### src/dbc_pkg.sv
package dbc_pkg;

    // ------------------------------------------------------------
    // bus geometry
    // ------------------------------------------------------------
    localparam int unsigned HADDR_W      = 32;
    localparam int unsigned HDATA_W      = 32;
    localparam int unsigned OFFSET_W     = 8;
    localparam int unsigned CPU_ADDR_W   = 24;
    localparam int unsigned MATCH_COUNT  = 4;
    localparam int unsigned IRQ_W        = 3;

    // ------------------------------------------------------------
    // register offsets (byte addresses)
    // ------------------------------------------------------------
    localparam logic [7:0] OFS_CTRL      = 8'h00;
    localparam logic [7:0] OFS_MATCH0    = 8'h04;
    localparam logic [7:0] OFS_MATCH1    = 8'h08;
    localparam logic [7:0] OFS_MATCH2    = 8'h0C;
    localparam logic [7:0] OFS_MATCH3    = 8'h10;
    localparam logic [7:0] OFS_STATUS    = 8'h14;
    localparam logic [7:0] OFS_IRQ_STAT  = 8'h18;
    localparam logic [7:0] OFS_IRQ_MASK  = 8'h1C;

    // ------------------------------------------------------------
    // control register fields
    // ------------------------------------------------------------
    localparam int unsigned BRK_NEXT_BIT = 7;
    localparam int unsigned BRK_EN_MSB   = 6;
    localparam int unsigned BRK_EN_LSB   = 3;
    localparam int unsigned IGN_LOW_BIT  = 2;
    localparam int unsigned IGN_LOW_IDX  = 1;
    localparam int unsigned PAGE_LSB     = 8;

    // ------------------------------------------------------------
    // status and interrupt fields
    // ------------------------------------------------------------
    localparam int unsigned STS_HALTED   = 0;
    localparam int unsigned STS_CLK_PIN  = 1;
    localparam int unsigned STS_DATA_PIN = 2;
    localparam int unsigned STS_STRAP    = 3;
    localparam int unsigned IRQ_BREAK    = 0;
    localparam int unsigned IRQ_MATCH    = 1;
    localparam int unsigned IRQ_LINK     = 2;

    // ------------------------------------------------------------
    // reset values
    // ------------------------------------------------------------
    localparam logic [7:0]            CTRL_RST  = 8'h00;
    localparam logic [CPU_ADDR_W-1:0] MATCH_RST = 24'h000000;
    localparam logic [IRQ_W-1:0]      IRQ_RST   = 3'h0;

endpackage : dbc_pkg

### src/dbc_break_ctrl.sv
// Overview of operation
// - writing break-next zero releases a held CPU
// - break-next one halts at next instruction
// - breaks taken only at first opcode byte
// - clock high, data low at reset sets break-next
// - address-match break sets break-next automatically
// - host writing one forces a break
// - four enable bits gate address matches
// - match 1 compares all 24 bits normally
// - ignore-low-byte makes match 1 page-wide
module dbc_break_ctrl
    import dbc_pkg::*;
(
    input  wire logic                  clk_sys,
    input  wire logic                  rst_b,
    input  wire logic                  hsel,
    input  wire logic [HADDR_W-1:0]    haddr,
    input  wire logic [1:0]            htrans,
    input  wire logic                  hwrite,
    input  wire logic [2:0]            hsize,
    input  wire logic [HDATA_W-1:0]    hwdata,
    input  wire logic                  hready,
    output logic                       hreadyout,
    output logic                       hresp,
    output logic      [HDATA_W-1:0]    hrdata,
    input  wire logic                  debugClockPin,
    input  wire logic                  debugDataPin,
    input  wire logic                  cpuFetchValid,
    input  wire logic                  cpuFetchFirst,
    input  wire logic [CPU_ADDR_W-1:0] cpuFetchAddr,
    output logic                       cpuHalt,
    output logic                       breakIrq
);

    // ------------------------------------------------------------
    // types
    // ------------------------------------------------------------
    typedef enum logic [3:0] {
        BUS_IDLE   = 4'b0001,
        BUS_WRITE  = 4'b0010,
        BUS_RDWAIT = 4'b0100,
        BUS_RDDATA = 4'b1000
    } dbcBusState_t;

    typedef enum logic [1:0] {
        CPU_RUN    = 2'b01,
        CPU_HALTED = 2'b10
    } dbcCpuState_t;

    // ------------------------------------------------------------
    // declarations
    // ------------------------------------------------------------
    dbcBusState_t               busState_q;
    dbcBusState_t               busState_d;
    dbcCpuState_t               cpuState_q;
    dbcCpuState_t               cpuState_d;
    logic [OFFSET_W-1:0]        busOfs_q;
    logic                       busWord_q;
    logic                       addrAccept;
    logic                       wrStrobe;
    logic [HDATA_W-1:0]         rdWord;
    logic [HDATA_W-1:0]         hrdata_q;
    logic                       brkNext_q;
    logic                       brkNext_d;
    logic [MATCH_COUNT-1:0]     brkEn_q;
    logic                       ignLow_q;
    logic [CPU_ADDR_W-1:0]      matchAddr_q [MATCH_COUNT];
    logic [MATCH_COUNT-1:0]     matchHit;
    logic                       anyHit;
    logic                       fetchBoundary;
    logic                       breakTake;
    logic                       matchBreak;
    logic [1:0]                 pinSync;
    logic                       clkPinPrev_q;
    logic                       linkEdge;
    logic                       strapDone_q;
    logic                       strapHit;
    logic                       strapSeen_q;
    logic [IRQ_W-1:0]           irqStat_q;
    logic [IRQ_W-1:0]           irqMask_q;
    logic [IRQ_W-1:0]           irqEvent;
    logic [7:0]                 ctrlByte;
    logic [7:0]                 statusByte;

    // ------------------------------------------------------------
    // functions
    // ------------------------------------------------------------
    function automatic logic regHit(
        input logic [OFFSET_W-1:0] ofs,
        input logic [7:0]          target
    );
        regHit = (ofs == target);
    endfunction : regHit

    function automatic logic [CPU_ADDR_W-1:0] matchOfsIdx(
        input logic [OFFSET_W-1:0] ofs,
        input int unsigned         idx
    );
        logic [7:0] base;
        base = OFS_MATCH0 + 8'(idx * 4);
        matchOfsIdx = {CPU_ADDR_W{ofs == base}};
    endfunction : matchOfsIdx

    // ------------------------------------------------------------
    // pin synchronisers
    // ------------------------------------------------------------
    dbc_sync #(
        .WIDTH (2)
    ) uPinSync (
        .clk_sys (clk_sys),
        .asyncIn ({debugDataPin, debugClockPin}),
        .syncOut (pinSync)
    );

    // ------------------------------------------------------------
    // link clock edge detection
    // ------------------------------------------------------------
    always_ff @(posedge clk_sys)
    begin
        if (!rst_b)
        begin
            clkPinPrev_q <= 1'b1;
        end
        else
        begin
            clkPinPrev_q <= pinSync[0];
        end
    end

    assign linkEdge = pinSync[0] && !clkPinPrev_q;

    // ------------------------------------------------------------
    // strap capture at reset release
    // ------------------------------------------------------------
    assign strapHit = !strapDone_q && pinSync[0] && !pinSync[1];

    always_ff @(posedge clk_sys)
    begin
        if (!rst_b)
        begin
            strapDone_q <= 1'b0;
            strapSeen_q <= 1'b0;
        end
        else
        begin
            strapDone_q <= 1'b1;
            if (strapHit)
            begin
                strapSeen_q <= 1'b1;
            end
        end
    end

    // ------------------------------------------------------------
    // bus slave state
    // ------------------------------------------------------------
    assign addrAccept = hsel && hready && htrans[1];
    assign hreadyout  = (busState_q != BUS_RDWAIT);
    assign hresp      = 1'b0;
    assign hrdata     = hrdata_q;
    assign wrStrobe   = (busState_q == BUS_WRITE) && busWord_q;

    always_comb
    begin
        busState_d = busState_q;
        unique case (busState_q)
            BUS_RDWAIT:
            begin
                busState_d = BUS_RDDATA;
            end
            BUS_IDLE, BUS_WRITE, BUS_RDDATA:
            begin
                if (addrAccept)
                begin
                    busState_d = hwrite ? BUS_WRITE : BUS_RDWAIT;
                end
                else
                begin
                    busState_d = BUS_IDLE;
                end
            end
            default:
            begin
                busState_d = BUS_IDLE;
            end
        endcase
    end

    always_ff @(posedge clk_sys)
    begin
        if (!rst_b)
        begin
            busState_q <= BUS_IDLE;
            busOfs_q   <= 8'h00;
            busWord_q  <= 1'b0;
        end
        else
        begin
            busState_q <= busState_d;
            if (addrAccept)
            begin
                busOfs_q  <= haddr[OFFSET_W-1:0];
                busWord_q <= (hsize == 3'h2) && (haddr[HADDR_W-1:OFFSET_W] == 24'h000000);
            end
        end
    end

    // ------------------------------------------------------------
    // read data
    // ------------------------------------------------------------
    assign ctrlByte   = {brkNext_q, brkEn_q, ignLow_q, 2'h0};
    assign statusByte = {4'h0, strapSeen_q, pinSync[1], pinSync[0], (cpuState_q == CPU_HALTED)};

    always_comb
    begin
        rdWord = 32'h00000000;
        if (busWord_q)
        begin
            if (regHit(busOfs_q, OFS_CTRL))
            begin
                rdWord = {24'h000000, ctrlByte};
            end
            if (regHit(busOfs_q, OFS_STATUS))
            begin
                rdWord = {24'h000000, statusByte};
            end
            if (regHit(busOfs_q, OFS_IRQ_STAT))
            begin
                rdWord = {29'h00000000, irqStat_q};
            end
            if (regHit(busOfs_q, OFS_IRQ_MASK))
            begin
                rdWord = {29'h00000000, irqMask_q};
            end
            for (int i = 0; i < MATCH_COUNT; i++)
            begin
                rdWord[CPU_ADDR_W-1:0] = rdWord[CPU_ADDR_W-1:0] | (matchAddr_q[i] & matchOfsIdx(busOfs_q, i));
            end
        end
    end

    always_ff @(posedge clk_sys)
    begin
        if (!rst_b)
        begin
            hrdata_q <= 32'h00000000;
        end
        else if (busState_q == BUS_RDWAIT)
        begin
            hrdata_q <= rdWord;
        end
    end

    // ------------------------------------------------------------
    // match address registers and comparators
    // ------------------------------------------------------------
    genvar g;
    generate
        for (g = 0; g < MATCH_COUNT; g++)
        begin : gMatch
            always_ff @(posedge clk_sys)
            begin
                if (!rst_b)
                begin
                    matchAddr_q[g] <= MATCH_RST;
                end
                else if (wrStrobe && (matchOfsIdx(busOfs_q, g) != 24'h000000))
                begin
                    matchAddr_q[g] <= hwdata[CPU_ADDR_W-1:0];
                end
            end

            dbc_match #(
                .PAGE_CAPABLE (g == IGN_LOW_IDX)
            ) uMatch (
                .fetchAddr (cpuFetchAddr),
                .matchAddr (matchAddr_q[g]),
                .matchEn   (brkEn_q[g]),
                .ignoreLow (ignLow_q),
                .hit       (matchHit[g])
            );
        end
    endgenerate

    assign anyHit = |matchHit;

    // ------------------------------------------------------------
    // break decision
    // ------------------------------------------------------------
    assign fetchBoundary = cpuFetchValid && cpuFetchFirst;
    assign breakTake     = fetchBoundary && (cpuState_q == CPU_RUN) && (brkNext_q || anyHit);
    assign matchBreak    = breakTake && anyHit;

    // ------------------------------------------------------------
    // control register
    // ------------------------------------------------------------
    always_comb
    begin
        brkNext_d = brkNext_q;
        if (wrStrobe && regHit(busOfs_q, OFS_CTRL))
        begin
            brkNext_d = hwdata[BRK_NEXT_BIT];
        end
        if (matchBreak)
        begin
            brkNext_d = 1'b1;
        end
        if (strapHit)
        begin
            brkNext_d = 1'b1;
        end
    end

    always_ff @(posedge clk_sys)
    begin
        if (!rst_b)
        begin
            brkNext_q <= CTRL_RST[BRK_NEXT_BIT];
            brkEn_q   <= CTRL_RST[BRK_EN_MSB:BRK_EN_LSB];
            ignLow_q  <= CTRL_RST[IGN_LOW_BIT];
        end
        else
        begin
            brkNext_q <= brkNext_d;
            if (wrStrobe && regHit(busOfs_q, OFS_CTRL))
            begin
                brkEn_q  <= hwdata[BRK_EN_MSB:BRK_EN_LSB];
                ignLow_q <= hwdata[IGN_LOW_BIT];
            end
        end
    end

    // ------------------------------------------------------------
    // cpu halt state
    // ------------------------------------------------------------
    always_comb
    begin
        cpuState_d = cpuState_q;
        unique case (cpuState_q)
            CPU_RUN:
            begin
                if (breakTake)
                begin
                    cpuState_d = CPU_HALTED;
                end
            end
            CPU_HALTED:
            begin
                if (!brkNext_q)
                begin
                    cpuState_d = CPU_RUN;
                end
            end
            default:
            begin
                cpuState_d = CPU_HALTED;
            end
        endcase
    end

    always_ff @(posedge clk_sys)
    begin
        if (!rst_b)
        begin
            cpuState_q <= CPU_RUN;
        end
        else
        begin
            cpuState_q <= cpuState_d;
        end
    end

    // stall the fetch in the break cycle and while held
    assign cpuHalt = (cpuState_q == CPU_HALTED) || breakTake;

    // ------------------------------------------------------------
    // interrupts
    // ------------------------------------------------------------
    always_comb
    begin
        irqEvent            = IRQ_RST;
        irqEvent[IRQ_BREAK] = breakTake;
        irqEvent[IRQ_MATCH] = matchBreak;
        irqEvent[IRQ_LINK]  = linkEdge;
    end

    always_ff @(posedge clk_sys)
    begin
        if (!rst_b)
        begin
            irqStat_q <= IRQ_RST;
            irqMask_q <= IRQ_RST;
        end
        else
        begin
            if (wrStrobe && regHit(busOfs_q, OFS_IRQ_STAT))
            begin
                irqStat_q <= (irqStat_q & ~hwdata[IRQ_W-1:0]) | irqEvent;
            end
            else
            begin
                irqStat_q <= irqStat_q | irqEvent;
            end
            if (wrStrobe && regHit(busOfs_q, OFS_IRQ_MASK))
            begin
                irqMask_q <= hwdata[IRQ_W-1:0];
            end
        end
    end

    assign breakIrq = |(irqStat_q & irqMask_q);

endmodule : dbc_break_ctrl

### src/dbc_sync.sv
module dbc_sync #(
    parameter int unsigned WIDTH = 1
) (
    input  wire logic             clk_sys,
    input  wire logic [WIDTH-1:0] asyncIn,
    output logic      [WIDTH-1:0] syncOut
);

    // ------------------------------------------------------------
    // two-stage synchroniser, unreset so pin levels reach strap logic
    // ------------------------------------------------------------
    logic [WIDTH-1:0] stage1_q;
    logic [WIDTH-1:0] stage2_q;

    always_ff @(posedge clk_sys)
    begin
        stage1_q <= asyncIn;
        stage2_q <= stage1_q;
    end

    assign syncOut = stage2_q;

endmodule : dbc_sync

### src/dbc_match.sv
module dbc_match
    import dbc_pkg::*;
#(
    parameter bit PAGE_CAPABLE = 1'b0
) (
    input  wire logic [CPU_ADDR_W-1:0] fetchAddr,
    input  wire logic [CPU_ADDR_W-1:0] matchAddr,
    input  wire logic                  matchEn,
    input  wire logic                  ignoreLow,
    output logic                       hit
);

    // ------------------------------------------------------------
    // address comparator
    // ------------------------------------------------------------
    logic upperEq;
    logic lowerEq;
    logic lowerSkip;

    assign upperEq   = (fetchAddr[CPU_ADDR_W-1:PAGE_LSB] == matchAddr[CPU_ADDR_W-1:PAGE_LSB]);
    assign lowerEq   = (fetchAddr[PAGE_LSB-1:0] == matchAddr[PAGE_LSB-1:0]);
    assign lowerSkip = PAGE_CAPABLE && ignoreLow;

    // full compare unless page mode
    assign hit = matchEn && upperEq && (lowerEq || lowerSkip);

endmodule : dbc_match

### config.mk
export PLATFORM = sky130hd
export DESIGN_NAME = dbc_break_ctrl
export DESIGN_NICKNAME = d
export VERILOG_FILES = /design/src/dbc_pkg.sv /design/src/dbc_break_ctrl.sv /design/src/dbc_sync.sv /design/src/dbc_match.sv
export SDC_FILE = /design/constraint.sdc
export NUM_CORES = 1
export LEC_CHECK = 0
export BUFFER_PORTS_ARGS = -buffer_cell sky130_fd_sc_hd__buf_4
export CORE_ASPECT_RATIO = 1.4
export CORE_UTILIZATION = 56
export DETAILED_ROUTE_END_ITERATION = 8
export PLACE_DENSITY = 0.77
export SLEW_MARGIN = 10
export SYNTH_ARGS = -nofsm -noshare
export SYNTH_HDL_FRONTEND = slang
export SYNTH_SLANG_ARGS = --single-unit
### constraint.sdc
create_clock -name clk_sys -period 5.7 [get_ports clk_sys]
set_input_delay 0 -clock clk_sys [delete_from_list [all_inputs] [get_ports clk_sys]]
set_output_delay 0 -clock clk_sys [all_outputs]
set_load 0.03 [all_outputs]
==> impl_metrics.env <==
export IMPL_outcome="completed"
export IMPL_drt_iter0_drc=444
export IMPL_cts_buffers=17
export IMPL_synth_cells=729
export IMPL_synth_top_flop_cell="edfxtp_1"
export IMPL_slowest_delay_ns=0.96
export IMPL_synth_async_reset_ratio=0
export IMPL_cts_root_buf="clkbuf_16"
export IMPL_critical_path_class="flip-flop to flip-flop"
export IMPL_die_height_um=143
export IMPL_antenna_found_initial=0
export IMPL_ys_seq_area_frac=0.510
export IMPL_fillCellCount=1000
export IMPL_finalSetupTns_ns=0
export IMPL_mostFrequentLayoutCell="buf_4"
export IMPL_num_vias=6273
export IMPL_ys_seq_elements=154
export IMPL_globalplace_congestion=0.915
export IMPL_critPathTopFamily="simple AND/OR/NAND/NOR gates"
export IMPL_synth_cell_type_count=62
export IMPL_skew_ns=0.0134
export IMPL_diodes=0
export IMPL_arrival_ns=3.31
export IMPL_layout_drive_gt1_share=0.208
export IMPL_overflow=0
export IMPL_clk_pin_slew_ns=0.06
export IMPL_cp_cell_sequence="nor4b_4, nand2_1, nor2_2, and2_1"
export IMPL_clkSinkCount=154
export IMPL_drc_errors=0
export IMPL_cts_max_path_buffers=2
export IMPL_area_growth_pct=24.6
export IMPL_ctsResizeCount=0
export IMPL_placed_cells=987
export IMPL_finalMaxSlewViolations=0
export IMPL_insertion_delay_ns=0.44
export IMPL_crit_path_start_kind="flip-flop"
export IMPL_crit_buf_inv=0
export IMPL_wl_um=22500
export IMPL_maxCapViolations=0
export IMPL_layout_common_cells="123 x buf_4, 103 x and2_1, 96 x edfxtp_1, 63 x xnor2_1, 58 x dfxtp_1"
export IMPL_grt_max_degree=59
export IMPL_power_density_nw_per_um2=278
export IMPL_synth_edf_count=96
export IMPL_stdcell_count=1059
export IMPL_netlist_area_um2=7930
export IMPL_min_period_over_period=0.530
export IMPL_grt_pass1_vias=6495
export IMPL_hold_violations=0
export IMPL_min_path_type="input port to flip-flop"
export IMPL_syn_avg_cell_area_um2=10.9
export IMPL_yosys_warnings=0
export IMPL_cp_end_kind="flip-flop"
export IMPL_htreeDepth=4
export IMPL_port_buffer_count=119
export IMPL_layout_nets=963
export IMPL_cp_slowest_cell="nor2_2"
export IMPL_die_area_um2=14600
export IMPL_ioPinCount=138
export IMPL_leakagePower_nw=3.70
export IMPL_hpwlAfterDp_um=15000
export IMPL_rows=51
export IMPL_cts_tree="built"
export IMPL_firstDrtPassIters=5
export IMPL_ant_nets=0
export IMPL_cp_required_ns=6.00
export IMPL_vias_per_cell=5.92
export IMPL_ctsHoldBuffers=40
export IMPL_cts_setup_buffers=0
export IMPL_max_freq_mhz=331
export IMPL_ir_worst_vdd_mv=0.217
export IMPL_grt_pass1_wl_um=33900
export IMPL_core_um2=13800
export IMPL_rsz0062_at_grt="false"
export IMPL_worst_pin_slew_ns=1.23
export IMPL_finalSetupViolCount=0
export IMPL_relSlewSlack=0.182
export IMPL_finalCriticalPeriod_ns=3.02
export IMPL_cp_max_fo=24
export IMPL_routedWlPerCell_um=21.3
export IMPL_grt_usage=0.321
export IMPL_fp_dieW_um=103
export IMPL_initial_utilization=0.573
export IMPL_report_power_total_mw=2.75
-- cell families after synthesis --
group | Yosys count | share of synthesized area
buffers and inverters | 63 | 0.0454
AO/OA/AOI/OAI | 134 | 0.117
AND/OR/NAND/NOR | 266 | 0.201
flip-flops | 154 | 0.510
multiplexers | 14 | 0.0196
XOR/XNOR | 97 | 0.107
other | 1 | 0.000473
-- worst paths after layout --
check / slack [ns] / startpoint / end / cells past startpoint
setup / recovery: 2.68 / busOfs_q[3] / matchAddr_q[1][14] / 4
hold / removal: 0.02 / rst_b / strapDone_q / 1
setup reg to reg: 2.68 / busOfs_q[3] / matchAddr_q[1][14] / 4
hold reg to reg: 0.33 / uPinSync.stage1_q[0] / uPinSync.syncOut[0] / 0
-- power by group --
part	total [mW]	leakage (nW)	internal, mW	switching (mW)
Clock	1.26	0.321	0.808	0.447
Sequential	1.24	1.46	1.21	0.0259
Combinational	0.252	1.92	0.116	0.136
-- registers in the layout, summed over array words and instances (netlist names) --
| signal | cells |
|---|---|
| brkNext_q | 1 |
| irqMask_q | 3 |
| busWord_q | 1 |
| strapDone_q | 1 |
| irqStat_q | 3 |
| busState_q | 4 |
| cpuState_q | 2 |
| ignLow_q | 1 |
| busOfs_q | 8 |
| clkPinPrev_q | 1 |
| brkEn_q | 4 |
| uPinSync.syncOut | 2 |
| matchAddr_q | 96 |
| hrdata | 24 |
| strapSeen_q | 1 |
| uPinSync.stage1_q | 2 |
-- worst reg2reg max path: stages, from the launching register on --
cell and delay, ns:
dfxtp_1 0.72, nor4b_4 0.70, nand2_1 0.25, nor2_2 0.96, and2_1 0.26
-- Yosys cell counts (8+ instances only) --
| library cell | instances | area share |
|---|---|---|
| and2_1 | 103 | 0.081 |
| edfxtp_1 | 96 | 0.36 |
| xnor2_1 | 63 | 0.070 |
| dfxtp_1 | 58 | 0.15 |
| a21oi_1 | 44 | 0.028 |
| nand2_1 | 41 | 0.019 |
| xor2_1 | 34 | 0.038 |
| nor2b_1 | 33 | 0.026 |
| a22oi_1 | 29 | 0.027 |
| clkbuf_1 | 23 | 0.011 |
| nor2_1 | 17 | 0.0080 |
| nand4_1 | 16 | 0.013 |
| nor4_1 | 16 | 0.013 |
| buf_4 | 15 | 0.014 |
| buf_2 | 14 | 0.0088 |
| mux2i_1 | 11 | 0.014 |
| nand3_1 | 11 | 0.0069 |
| a21boi_0 | 10 | 0.0095 |
| a22oi_2 | 10 | 0.016 |
| o21ai_1 | 8 | 0.0050 |
-- final cells by class --
type	count	area (um^2)	share of cell area
Timing Repair Buffer	163	1320	0.134
Clock inverter	12	193	0.0195
Multi-Input combinational cell	520	3600	0.365
Clock buffer	20	467	0.0472
Inverter	5	18.8	0.00190
Sequential cell	154	4040	0.409
Tap cell	185	231	0.0234
-- per-stage QoR --
| step | util | setup slack [ns] | hold slack [ns] | instance area [um^2] |
|---|---|---|---|---|
| 3_5_place_dp | 0.637 | 2.78 | 0.107 | 8820 |
| 2_1_floorplan | - | 2.53 | 0.0277 | 7960 |
| 3_3_place_gp | 0.637 | 2.82 | 0.107 | 8820 |
| 5_1_grt | 0.713 | 2.56 | 0.0372 | 9880 |
| 6_report | 0.713 | 2.68 | 0.0165 | 9880 |
| 4_1_cts | 0.713 | 2.73 | 0.00888 | 9880 |
-- per-layer routing --
metal  vias up  global-route usage  share of wire
li1       2835                   -              -
met1      3008               0.341           0.36
met3        89              0.0666          0.075
met2       341               0.559           0.51
met5         -                   0              0
met4         0               0.222          0.058
(Power assumes the default switching activity.)
